<file path="src/fsbrq_pkg.sv">
// Package: shared constants for the request-phase port
package fsbrq_pkg;
   localparam int ADDR_HI     = 39;
   localparam int ADDR_LO     = 3;
   localparam int ADDR_W      = ADDR_HI - ADDR_LO + 1;   // 37 lines
   localparam int REQ_W       = 5;
   localparam int LANE0_LO    = 24;                      // Lane 0 covers 39..24 in phase 1
   localparam int BIT20       = 20;
   localparam int CFG_W       = 8;                       // Sampled configuration width
   localparam int CFG_LO      = ADDR_LO;                 // Config taken from addr lines 10..3
   localparam int SYNC_STAGES = 2;
   localparam logic [1:0] PAR_RESET = 2'h3;
endpackage

</file>
<file path="src/fsbrq_if.sv">
// Interface: request-phase wires between issuing agent and processor agent
`timescale 1ns/1ns
interface fsbrq_if;
   // Bus clock pair, true and complement
   logic                              bus_clock_true;
   logic                              bus_clock_comp;
   // Active-low shared request wires, driven by the issuing agent
   logic [fsbrq_pkg::ADDR_W-1:0]      addr_n;
   logic [fsbrq_pkg::REQ_W-1:0]       req_type_n;
   logic                              addr_strobe_valid_n;
   logic [1:0]                        src_sync_req_strobe_n;
   logic [1:0]                        req_parity_n;
   // Async mask from system logic
   logic                              addr_bit20_mask_n;
   modport issuer (
      output bus_clock_true, bus_clock_comp,
      output addr_n, req_type_n, addr_strobe_valid_n, src_sync_req_strobe_n, req_parity_n,
      output addr_bit20_mask_n
   );
   modport agent (
      input  bus_clock_true, bus_clock_comp,
      input  addr_n, req_type_n, addr_strobe_valid_n, src_sync_req_strobe_n, req_parity_n,
      input  addr_bit20_mask_n
   );
endinterface

</file>
<file path="src/fsbrq_issuer.sv">
// Issuing end: divides ref clock into bus clock and drives two-sub-phase requests
`timescale 1ns/1ns
module fsbrq_issuer #(
   parameter int DIV = 4
) (
   // Clock, reset, enable
   input  wire logic                                ref_clk_i,
   input  wire logic                                rst_b_i,
   input  wire logic                                clk_en_i,
   // User request
   input  wire logic                                req_valid_i,
   input  wire logic [fsbrq_pkg::ADDR_HI:0]         req_addr_i,
   input  wire logic [fsbrq_pkg::REQ_W-1:0]         req_type_i,
   input  wire logic [fsbrq_pkg::ADDR_W-1:0]        req_info_i,
   input  wire logic                                mask_i,
   output logic                                     req_ready_o,
   // Link
   fsbrq_if.issuer                                  bus
);
   typedef enum logic [2:0] {
      FSBRQ_IDLE = 3'h1,
      FSBRQ_SP1  = 3'h2,
      FSBRQ_SP2  = 3'h4
   } fsbrq_ist_t;

   // Even-low-count parity: high when an even number of covered lines are low
   function automatic logic par_n(input logic [63:0] v, input logic [63:0] m);
      par_n = ~^(~v & m);
   endfunction

   fsbrq_ist_t st_reg, st_next;
   logic [7:0] div_reg, div_next;
   logic       bclk_reg, bclk_next;
   logic [fsbrq_pkg::ADDR_W-1:0] a_reg, a_next, info_reg, info_next;
   logic [fsbrq_pkg::REQ_W-1:0]  t_reg, t_next;
   logic [fsbrq_pkg::ADDR_W-1:0] an_reg, an_next;
   logic [fsbrq_pkg::REQ_W-1:0]  tn_reg, tn_next;
   logic                         ads_reg, ads_next, stb_reg, stb_next, rdy_reg, rdy_next;
   logic [1:0]                   par_reg, par_next;
   logic                         mask_reg, mask_next;
   logic                         launch;
   logic                         rst_d_reg;
   logic [63:0] hi_m, lo_m;

   assign hi_m = {{27{1'b0}}, {16{1'b1}}, 21'h0};
   assign lo_m = {{43{1'b0}}, {21{1'b1}}};

   // Next-state: bus clock divider and request sequencing on bus clock falling edges
   always_comb begin
      st_next   = st_reg;
      div_next  = div_reg;
      bclk_next = bclk_reg;
      a_next    = a_reg;
      info_next = info_reg;
      t_next    = t_reg;
      an_next   = an_reg;
      tn_next   = tn_reg;
      ads_next  = ads_reg;
      stb_next  = stb_reg;
      rdy_next  = rdy_reg;
      par_next  = par_reg;
      mask_next = ~mask_i;
      launch    = 1'b0;
      if (div_reg == 8'(DIV/2 - 1)) begin
         div_next  = 8'h0;
         bclk_next = ~bclk_reg;
         launch    = bclk_reg;       // Lines move on bus clock fall
      end else begin
         div_next = div_reg + 8'h1;
      end
      if (st_reg == FSBRQ_IDLE && req_valid_i && rdy_reg) begin
         a_next    = req_addr_i[fsbrq_pkg::ADDR_HI:fsbrq_pkg::ADDR_LO];
         info_next = req_info_i;
         t_next    = req_type_i;
         rdy_next  = 1'b0;
      end
      if (launch) begin
         case (st_reg)
            FSBRQ_IDLE: begin
               ads_next = 1'b1;
               stb_next = 1'b1;
               if (!rdy_reg) begin
                  an_next  = ~a_reg;
                  tn_next  = ~t_reg;
                  ads_next = 1'b0;
                  stb_next = 1'b0;
                  par_next[0] = par_n(~{27'h0, a_reg}, hi_m);
                  par_next[1] = par_n(~{38'h0, a_reg[20:0], t_reg},
                                      64'h3ff_ffff);
                  st_next  = FSBRQ_SP1;
               end
            end
            FSBRQ_SP1: begin
               an_next  = ~info_reg;
               ads_next = 1'b1;
               stb_next = 1'b1;
               par_next[1] = par_n(~{27'h0, info_reg}, hi_m);
               par_next[0] = par_n(~{27'h0, info_reg}, lo_m) ^ (^t_reg);
               st_next  = FSBRQ_SP2;
            end
            FSBRQ_SP2: begin
               an_next  = '1;
               tn_next  = '1;
               par_next = fsbrq_pkg::PAR_RESET;
               rdy_next = 1'b1;
               st_next  = FSBRQ_IDLE;
            end
            default: st_next = FSBRQ_IDLE;
         endcase
      end
   end

   // Registers
   always_ff @(posedge ref_clk_i) begin
      rst_d_reg <= rst_b_i;
      if (!rst_b_i) begin
         st_reg   <= FSBRQ_IDLE;
         // Divider cleared on reset entry, then runs so the link end sees reset
         if (!rst_d_reg) begin
            div_reg  <= div_next;
            bclk_reg <= bclk_next;
         end else begin
            div_reg  <= 8'h0;
            bclk_reg <= 1'b0;
         end
         a_reg    <= '0;
         info_reg <= '0;
         t_reg    <= '0;
         an_reg   <= '1;
         tn_reg   <= '1;
         ads_reg  <= 1'b1;
         stb_reg  <= 1'b1;
         rdy_reg  <= 1'b1;
         par_reg  <= fsbrq_pkg::PAR_RESET;
         mask_reg <= 1'b1;
      end else if (clk_en_i) begin
         st_reg   <= st_next;
         div_reg  <= div_next;
         bclk_reg <= bclk_next;
         a_reg    <= a_next;
         info_reg <= info_next;
         t_reg    <= t_next;
         an_reg   <= an_next;
         tn_reg   <= tn_next;
         ads_reg  <= ads_next;
         stb_reg  <= stb_next;
         rdy_reg  <= rdy_next;
         par_reg  <= par_next;
         mask_reg <= mask_next;
      end
   end

   // Link drive
   assign bus.bus_clock_true        = bclk_reg;
   assign bus.bus_clock_comp        = ~bclk_reg;
   assign bus.addr_n                = an_reg;
   assign bus.req_type_n            = tn_reg;
   assign bus.addr_strobe_valid_n   = ads_reg;
   assign bus.src_sync_req_strobe_n = {2{stb_reg}};
   assign bus.req_parity_n          = par_reg;
   assign bus.addr_bit20_mask_n     = mask_reg;
   assign req_ready_o               = rdy_reg;
endmodule

</file>
<file path="src/flat_wrapper.sv">
// flat-port wrapper written by rule: the top's interface ports become plain ports
module fsbrq_issuer_flat 
#(
   parameter int DIV = 4
)
  (ref_clk_i, rst_b_i, clk_en_i, req_valid_i, req_addr_i, req_type_i, req_info_i, mask_i, req_ready_o, bus_bus_clock_true, bus_bus_clock_comp, bus_addr_n, bus_req_type_n, bus_addr_strobe_valid_n, bus_src_sync_req_strobe_n, bus_req_parity_n, bus_addr_bit20_mask_n);
  fsbrq_if bus_i ();
  input  wire logic ref_clk_i;
  input  wire logic rst_b_i;
  input  wire logic clk_en_i;
  input  wire logic req_valid_i;
  input  wire logic [fsbrq_pkg::ADDR_HI:0] req_addr_i;
  input  wire logic [fsbrq_pkg::REQ_W-1:0] req_type_i;
  input  wire logic [fsbrq_pkg::ADDR_W-1:0] req_info_i;
  input  wire logic mask_i;
  output logic req_ready_o;
  output wire logic [$bits(bus_i.bus_clock_true)-1:0] bus_bus_clock_true;
  output wire logic [$bits(bus_i.bus_clock_comp)-1:0] bus_bus_clock_comp;
  output wire logic [$bits(bus_i.addr_n)-1:0] bus_addr_n;
  output wire logic [$bits(bus_i.req_type_n)-1:0] bus_req_type_n;
  output wire logic [$bits(bus_i.addr_strobe_valid_n)-1:0] bus_addr_strobe_valid_n;
  output wire logic [$bits(bus_i.src_sync_req_strobe_n)-1:0] bus_src_sync_req_strobe_n;
  output wire logic [$bits(bus_i.req_parity_n)-1:0] bus_req_parity_n;
  output wire logic [$bits(bus_i.addr_bit20_mask_n)-1:0] bus_addr_bit20_mask_n;
  assign bus_bus_clock_true = bus_i.bus_clock_true;
  assign bus_bus_clock_comp = bus_i.bus_clock_comp;
  assign bus_addr_n = bus_i.addr_n;
  assign bus_req_type_n = bus_i.req_type_n;
  assign bus_addr_strobe_valid_n = bus_i.addr_strobe_valid_n;
  assign bus_src_sync_req_strobe_n = bus_i.src_sync_req_strobe_n;
  assign bus_req_parity_n = bus_i.req_parity_n;
  assign bus_addr_bit20_mask_n = bus_i.addr_bit20_mask_n;
  fsbrq_issuer #(.DIV(DIV)) u_core (.ref_clk_i(ref_clk_i), .rst_b_i(rst_b_i), .clk_en_i(clk_en_i), .req_valid_i(req_valid_i), .req_addr_i(req_addr_i), .req_type_i(req_type_i), .req_info_i(req_info_i), .mask_i(mask_i), .req_ready_o(req_ready_o), .bus(bus_i));
endmodule
</file>
<file path="config.mk">
export PLATFORM = sky130hd
export DESIGN_NAME = fsbrq_issuer_flat
export DESIGN_NICKNAME = d
export VERILOG_FILES = /design/src/fsbrq_pkg.sv /design/src/fsbrq_if.sv /design/src/fsbrq_issuer.sv /design/src/flat_wrapper.sv
export SDC_FILE = /design/constraint.sdc
export NUM_CORES = 1
export LEC_CHECK = 0
export ABC_CLOCK_PERIOD_IN_PS = 4100
export BUFFER_PORTS_ARGS = -buffer_cell sky130_fd_sc_hd__clkbuf_2
export CAP_MARGIN = 25
export CORE_AREA = 2 2 126 128
export CTS_CLUSTER_DIAMETER = 150
export DETAILED_ROUTE_END_ITERATION = 8
export DIE_AREA = 0 0 128 130
export PLACE_DENSITY_LB_ADDON = 0.05
export SKIP_LAST_GASP = 1
export SLEW_MARGIN = 0
export SYNTH_ARGS = -nofsm -noshare
export SYNTH_HDL_FRONTEND = slang
export SYNTH_SLANG_ARGS = --single-unit
</file>
<file path="constraint.sdc">
create_clock -name ref_clk_i -period 4.1 [get_ports ref_clk_i]
set_input_delay 0.82 -clock ref_clk_i [delete_from_list [all_inputs] [get_ports ref_clk_i]]
set_output_delay 0.82 -clock ref_clk_i [all_outputs]
set_load 0.005 [all_outputs]
</file>
======== Word-level counts from Yosys, hierarchy flattened ========
Cells that the tools add are included.
storage, ports and cells
  register bits after elaboration ......... 139
  input port bits ......................... 87
  output and inout port bits .............. 51
  word-level logic and storage cells ...... 69
cells by class
  add/subtract/negate cells ............... 1
  equality and inequality tests ........... 6
  multiplexer cells ....................... 22
  bitwise operators ....................... 12
  reductions and logical operators ........ 15
operators by type and width
  kind                                                              number
  64-bit XNOR reduction                                             4
  37-bit NOT                                                        6
  37-bit one-hot mux with 3 select lines                            1
  26-bit NOT                                                        2
  37-bit two-way mux                                                1
  8-bit two-way mux                                                 4
  5-bit one-hot mux with 2 select lines                             1
  1-bit two-way mux                                                 9
  8-bit by 1-bit adder with 8-bit output (second input constant)    1
  8-bit by 1-bit == test with 1-bit output (second input constant)  1
  4-bit AND reduction                                               2
  2-bit one-hot mux with 3 select lines                             1
  3-bit one-hot mux with 2 select lines                             1
  3-bit AND reduction                                               2
  5-bit two-way mux                                                 1
  5-bit NOT                                                         1
  5-bit XOR reduction                                               1
  2-bit nonzero test                                                2
  3-bit by 1-bit == test with 1-bit output (second input constant)  1
  3-bit by 2-bit == test with 1-bit output (second input constant)  1
  3-bit == test (second input constant)                             1
  3-bit two-way mux                                                 1
  3-bit nonzero test                                                1
  1-bit logical AND                                                 2
  7 further kinds                                                   8

======== Longest topological paths before layout ========
Gate-level depths: netlist of run 1.
  depth in word-level cells ............... 6
  depth in mapped cells ................... 11
  depth with buffers taken out ............ 10

======== Least setup slack after synthesis of run 1 ========
No wires, ideal clock.
  kind .................................... reg2reg
  start point ............................. register u_core.div_reg[1]
  end point ............................... register u_core.an_reg, in the netlist u_core.bus.addr_n[10]
  library setup time ...................... 129 ps
  data arrival time ....................... 2300 ps
  required time ........................... 3971 ps
  setup slack ............................. 1670 ps
  cell stages (with the launch flop) ...... 12
  path buffers ............................ 1
  period minus slack after synthesis ...... 2430 ps
  path through ............................ edfxtp_1 inv_1 ha_1 or4b_1 nor4_1 ha_1 nand2_1 nor2_1 o21ai_0 clkbuf_1 o22ai_1 nand2_1
on the way
  longest elaborated chain between the ends .. 3
RTL lines
  what                                      line                 RTL
  start: declaration                        fsbrq_issuer.sv:32   logic [7:0] div_reg, div_next;
  start signal: assignment                  fsbrq_issuer.sv:120  div_reg <= div_next;
  start signal: assignment                  fsbrq_issuer.sv:138  div_reg <= div_next;
  8-bit by 1-bit == test with 1-bit output  fsbrq_issuer.sv:64   if (div_reg == 8'(DIV/2 - 1)) begin
  1-bit two-way mux                         fsbrq_issuer.sv:64
  4-bit AND reduction (no line)             -
  end signal: assignment                    fsbrq_issuer.sv:143  an_reg <= an_next;
  end: declaration                          fsbrq_issuer.sv:36   logic [fsbrq_pkg::ADDR_W-1:0] an_reg, an_next;
Every way passes these cells.
A chain may end at the register's enable or synchronous reset.

======== Worst setup path after layout of run 1 ========
  start point ............................. register u_core.div_reg[1]
  end point ............................... register u_core.an_reg, in the netlist u_core.bus.addr_n[18]
The elaborated chain is that of the path after synthesis.

==> flow_metrics.py, run 1 <==
metrics = {
    "cts": {
        "hold_buffers": 0,
        "cts_root_buf": "clkbuf_16",
        "clk_latency_ps": 420,
        "htreeDepth": 4,
        "cts_tree": "done",
        "ctsResizeCount": 0,
        "postCtsSetupRepairBufs": 0,
        "clock_sinks": 139,
        "clock_path_buffers": 2,
        "cts_inserted_buffers": 17,
        "clk_pin_slew_ps": 60,
    },
    "global_routing": {
        "gr-total-overflow": 0,
        "grtUsageTotal_pct": 19.7,
        "first_global_vias": 5064,
        "grt_antenna_before_repair": 1,
        "grt_pass1_wl_um": 25500,
        "grt_max_degree": 50,
    },
    "cells_and_area": {
        "final_common_cell": "nand2_1",
        "stdcell_count": 1024,
        "drive_above_1_share_pct": 22.7,
        "layout_common_cells": "nand2_1, clkbuf_2, dfxtp_1",
        "fin_nets": 908,
        "area_growth_pct": 23.5,
        "postLayoutCellArea_um2": 7460,
    },
    "placement": {
        "routabilityCongestion": 0.780,
        "io_buffers": 134,
        "dpl_cell_area_um2": 6830,
        "hpwl_um": 10600,
        "placed_cells_incl_taps": 990,
    },
    "pwr": {
        "cellLeakagePower_nw": 2.97,
        "peakVddDrop_v": 0.000286,
        "powerDensity_nw_per_um2": 462,
    },
    "synthesis": {
        "yosys.area.top_type": "dfxtp_1",
        "syn_inst": 703,
        "synthDominantCellAreaShare_pct": 43.1,
        "synth_flop_cell": "dfxtp_1",
        "asyncSetResetFlopFracSynth_pct": 0,
        "syn_area_um2": 6040,
        "syn_area_per_cell_um2": 8.59,
        "synth_warnings": 0,
        "synth-seq-cells": 139,
        "synthTopCellsByArea": "dfxtp_1, nand2_1, a21oi_1",
        "synth_edf_count": 9,
        "syn-num-nets": 793,
        "ys_seq_area_share_pct": 47.6,
        "synth_cell_types": 37,
    },
    "critical_path": {
        "arrival_ps": 3300,
        "cp_cell_sequence": "inv_1, ha_1, or4b_1, nor4_1, ha_1, nand2_1, a21o_2, buf_16, a221oi_1, a21oi_1, nand2_1",
        "r2r_slack_ps": 1160,
        "cp-end-kind": "flip-flop",
        "crit_start": "u_core.div_reg[1]",
        "worstSetupPathType": "flip-flop to flip-flop",
        "cpLargestDelayFamily": "simple AND/OR/NAND/NOR gates",
        "crit_end": "u_core.bus.addr_n[18]",
        "slowest_stage": "or4b_1",
        "reg2reg_to": "u_core.bus.addr_n[18]",
        "cp_max_fo": 27,
        "worstReg2RegStart": "u_core.div_reg[1]",
        "crit_required_ps": 4460,
        "start_kind": "flip-flop",
        "critPathBufInv": 2,
        "max_stage_delay_ps": 430,
        "cp_num_cells": 11,
        "worstRegToRegCells": 11,
    },
    "hold_path": {
        "min_path_type": "flip-flop to flip-flop",
    },
    "floorplanning": {
        "dieArea_um2": 16600,
        "fp.dieW_um": 128,
        "start_util_pct": 39.2,
        "core_area_um2": 15400,
        "ios": 138,
        "num_rows": 46,
        "fp.dieH_um": 130,
    },
    "flow_run": {
        "drv_cap": 0,
    },
    "detailed_routing": {
        "drc_errors": 0,
        "initialDrtViolationCount": 212,
        "routed_via_density": 5.01,
        "wl_per_cell_um": 15.4,
        "drt-total-wl_um": 15700,
        "num_vias": 5134,
        "antenna_left": 0,
        "first_pass_iters": 6,
    },
    "sta": {
        "hold_viol": 0,
        "tns_ps": 0,
        "fin_worst_skew_ps": 9.71,
        "finalSetupViolations": 0,
        "fmax_mhz": 340,
        "final.period_utilization_pct": 71.7,
        "relSlewSlack_pct": 39.7,
        "worstMarginPinSlew_ps": 902,
        "finalCriticalPeriod_ps": 2940,
        "rsz0062_at_grt": "no",
        "slew_violations": 0,
    },
    "status": {
        "outcome": "finished clean",
    },
}
## per-layer routing
layer | vias up | share of wire [%] | global-route usage, % | wire length, um
li1 | 2600 | - | - | -
met1 | 2407 | 48 | 25.8 | 7540
met2 | 110 | 47 | 32.3 | 7420
met3 | 17 | 3.5 | 3.73 | 557
met4 | 0 | 1.5 | 7.82 | 233
met5 | - | 0 | 0 | 0
## stage by stage
step | setup slack, ps | total power, mW | hold WS, ps | util [%]
global placement | 1080 | 1.92 | 454 | 44.3
floorplan | 1670 | 1.80 | 450 | -
finish | 1160 | 3.45 | 466 | 48.4
detailed placement | 1100 | 1.93 | 455 | 44.3
CTS | 1080 | 3.49 | 469 | 48.2
global route | 822 | 3.60 | 491 | 48.4
## power breakdown
part	switching [mW]	total [mW]	internal (mW)
Combinational	0.197	0.400	0.203
Sequential	0.0592	1.49	1.43
Clock	0.563	1.55	0.990
## layout make-up
cell class              instances  area [um2]
fillers                      1534        7960
diodes                          1        2.50
clock inverters                 6        82.6
flip-flops and latches        139        2870
multi-input cells             510        2940
repair buffers                144         778
well taps                     192         240
clock buffers                  26         519
inverters                       6        22.5
## cells in the mapped netlist, types with 12 or more instances
cell type / instances
a21oi_1: 110
nand2_1: 213
xor2_1: 17
o22ai_1: 13
nor2_1: 19
buf_2: 12
mux2i_1: 15
a221oi_1: 16
clkbuf_1: 31
dfxtp_1: 130
xnor2_1: 54
## how the worst min path moves through the flow
stage                          startpoint                    end  slack, ps  depth (start not counted)
finish              u_core.bus.addr_n[25]  u_core.bus.addr_n[25]        470                          2
global route        u_core.bus.addr_n[25]  u_core.bus.addr_n[25]        490                          2
CTS                 u_core.bus.addr_n[20]  u_core.bus.addr_n[20]        470                          2
detailed placement  u_core.bus.addr_n[20]  u_core.bus.addr_n[20]        450                          2
global placement    u_core.bus.addr_n[12]  u_core.bus.addr_n[12]        450                          2
floorplan                 u_core.t_reg[0]        u_core.t_reg[0]        450                          2
## tightest hold or removal path, delay by kind of cell, from the launching register on
kind	cells	cell delay [ps]
compound gates	1	60
flops	1	320
simple gates	1	60
## cell families after synthesis
logic type      count (synthesis)  share of synthesized area [%]
compound gates                161                           16.2
xor+xnor                       77                           12.4
fa+ha+maj                       3                          0.621
buf+inv                        54                           3.98
flops                         139                           47.6
mux                            15                           2.49
simple gates                  254                           16.8
(Power assumes the default switching activity.)
==> inputs of run 2 (changes only) <==
Settings changed: ABC_CLOCK_PERIOD_IN_PS 4100 to 2500.
Clock period 4.1 ns to 2.5 ns, I/O delays scaled along.
==> run 2 against run 1 <==
Die area stayed put. Fmax is 24% higher. Non-clock buffer count is 14 higher. Global-route usage is 0.17 points lower. First-iteration DRC count is 29% higher. Count of clock-buffer cells in the layout is 1 lower. Critical path depth stayed put. Core utilization is 1.5 points higher. Sequential power is 64% higher. Clock power is 59% higher. Largest cell class unchanged. Power is 63% higher.
==> flow_metrics.py, run 2 (synthesis results as in run 1) <==
metrics = {
    "cts": {
        "clock_sinks": 139,
        "clk_latency_ps": 420,
        "clock_path_buffers": 2,
        "cts_tree": "done",
        "cts_root_buf": "clkbuf_16",
        "htreeDepth": 4,
        "cts_inserted_buffers": 17,
        "hold_buffers": 0,
        "clk_pin_slew_ps": 60,
    },
    "sta": {
        "hold_viol": 0,
        "tns_ps": 0,
        "slew_violations": 0,
        "final.period_utilization_pct": 94.7,
        "timing.hold.ws_ps": 293,
        "fmax_mhz": 422,
        "relSlewSlack_pct": 50.4,
        "worstMarginPinSlew_ps": 744,
        "fin_worst_skew_ps": 6.24,
        "finalCriticalPeriod_ps": 2370,
        "finalSetupViolations": 0,
    },
    "pwr": {
        "cellLeakagePower_nw": 3.10,
        "powerDensity_nw_per_um2": 733,
        "finalPower_mw": 5.63,
        "pwr-share-seq_pct": 43.5,
        "switchingPower_mw": 1.37,
        "power.internal_mw": 4.27,
        "pwr-share-comb_pct": 12.6,
        "switching_share_pct": 24.3,
        "peakVddDrop_v": 0.000475,
        "pwr-share-clk_pct": 43.9,
    },
    "cells_and_area": {
        "layout_common_cells": "nand2_1, clkbuf_2, dfxtp_1",
        "fin_nets": 922,
        "fillers": 1562,
        "area_growth_pct": 27.3,
        "drive_above_1_share_pct": 26.2,
        "final_common_cell": "nand2_1",
        "n_antenna_cell": 0,
    },
    "global_routing": {
        "gr-total-overflow": 0,
        "first_global_vias": 4939,
        "grt_max_degree": 72,
        "grt_pass1_wl_um": 25100,
        "grt_antenna_before_repair": 0,
        "grtUsageTotal_pct": 19.5,
    },
    "critical_path": {
        "worstRegToRegCells": 11,
        "arrival_ps": 2730,
        "cp-end-kind": "flip-flop",
        "r2r_slack_ps": 130,
        "worstSetupPathType": "flip-flop to flip-flop",
        "cp_max_fo": 20,
        "reg2reg_to": "u_core.bus.addr_n[31]",
        "worstReg2RegStart": "u_core.div_reg[1]",
        "start_kind": "flip-flop",
        "crit_required_ps": 2870,
    },
    "detailed_routing": {
        "antenna_left": 0,
        "first_pass_iters": 4,
        "wl_per_cell_um": 15.5,
        "num_vias": 5184,
        "initialDrtViolationCount": 273,
        "routed_via_density": 5.00,
        "drc_errors": 0,
        "drt-total-wl_um": 16100,
    },
    "hold_path": {
        "holdPathEnd": "u_core.info_reg[31]",
        "min_delay_path_depth": 3,
        "hp-start": "req_info_i[31]",
        "min_path_type": "input pin to flip-flop",
    },
    "floorplanning": {
        "fp.dieH_um": 130,
        "core_area_um2": 15400,
        "num_rows": 46,
        "dieArea_um2": 16600,
        "fp.dieW_um": 128,
        "ios": 138,
        "start_util_pct": 39.2,
    },
    "status": {
        "outcome": "finished clean",
    },
    "flow_run": {
        "drv_cap": 0,
    },
    "placement": {
        "routabilityCongestion": 0.781,
        "hpwl_um": 10800,
        "io_buffers": 134,
    },
}
## run 2: cell types whose count changed in the layout (fill, tap and decap cells not counted), sizes merged
cell and delta:
bufinv -1, buf +14, clkbuf -1, diode -1, clkinv +1
## run 2: worst max-delay path by stage
stage                                  from                       end  slack [ps]  cells after the start
after CTS                 u_core.div_reg[1]     u_core.bus.addr_n[18]          50                     11
after floorplan           u_core.div_reg[1]     u_core.bus.addr_n[10]          70                     11
after global placement    u_core.div_reg[1]     u_core.bus.addr_n[18]          10                     11
after detailed placement  u_core.div_reg[1]     u_core.bus.addr_n[18]          10                     11
after global routing      u_core.div_reg[1]  u_core.bus.req_type_n[1]          -9                     12
final                     u_core.div_reg[1]     u_core.bus.addr_n[31]         130                     11
## run 2: per-stage QoR
step           cells  cell area (um2)  utilization [%]  worst slack (ps)
6_report        1036             7690             49.8               133
5_1_grt         1036             7690             49.8             -9.33
4_1_cts         1035             7560             49.0              53.0
3_5_place_dp    1004             6970             45.2              11.9
3_3_place_gp    1004             6970             45.2              14.9
2_1_floorplan    703             6040                -              70.4
## run 2: power groups by stage
stage / clock network (mW) / registers [mW] / logic [mW]
after floorplan: 0 / 2.47 / 0.480
final: 2.47 / 2.45 / 0.712
after CTS: 2.52 / 2.44 / 0.711
after global routing: 2.63 / 2.46 / 0.800
after global placement: 0 / 2.48 / 0.700
after detailed placement: 0 / 2.49 / 0.706
## run 2: worst max-delay path, cell delays in order, from the launching register on
cell      delay [ps]
edfxtp_1         390
inv_1             70
ha_1             130
or4b_4           470
nor4_4           170
ha_2             250
nand2_2           80
a21o_4           230
buf_12           160
a221oi_1         220
a21oi_1           70
nand2_1           70
## run 2: area by class of cell
| class | instances | area, um2 | area share (%) |
|---|---|---|---|
| multi-input combinational | 510 | 3070 | 39.9 |
| clock buffer | 25 | 527 | 6.85 |
| tap | 192 | 240 | 3.12 |
| clock inverter | 6 | 57.6 | 0.749 |
| inverter | 6 | 22.5 | 0.293 |
| timing repair buffer | 158 | 901 | 11.7 |
| sequential | 139 | 2870 | 37.4 |
## run 2: what timing repair did
action	CTS	global route
setup buffers	0	1
setup endpoints to repair	1	45
cloned	0	0
resized for setup	2	19
pin swaps	0	1
## run 2: metal layers
metal | vias up | GRT usage [%] | wire length (um)
met4 | 0 | 7.76 | 210
li1 | 2622 | - | -
met1 | 2425 | 25.0 | 7210
met3 | 18 | 4.18 | 844
met2 | 119 | 32.3 | 7820
met5 | - | 0 | 0
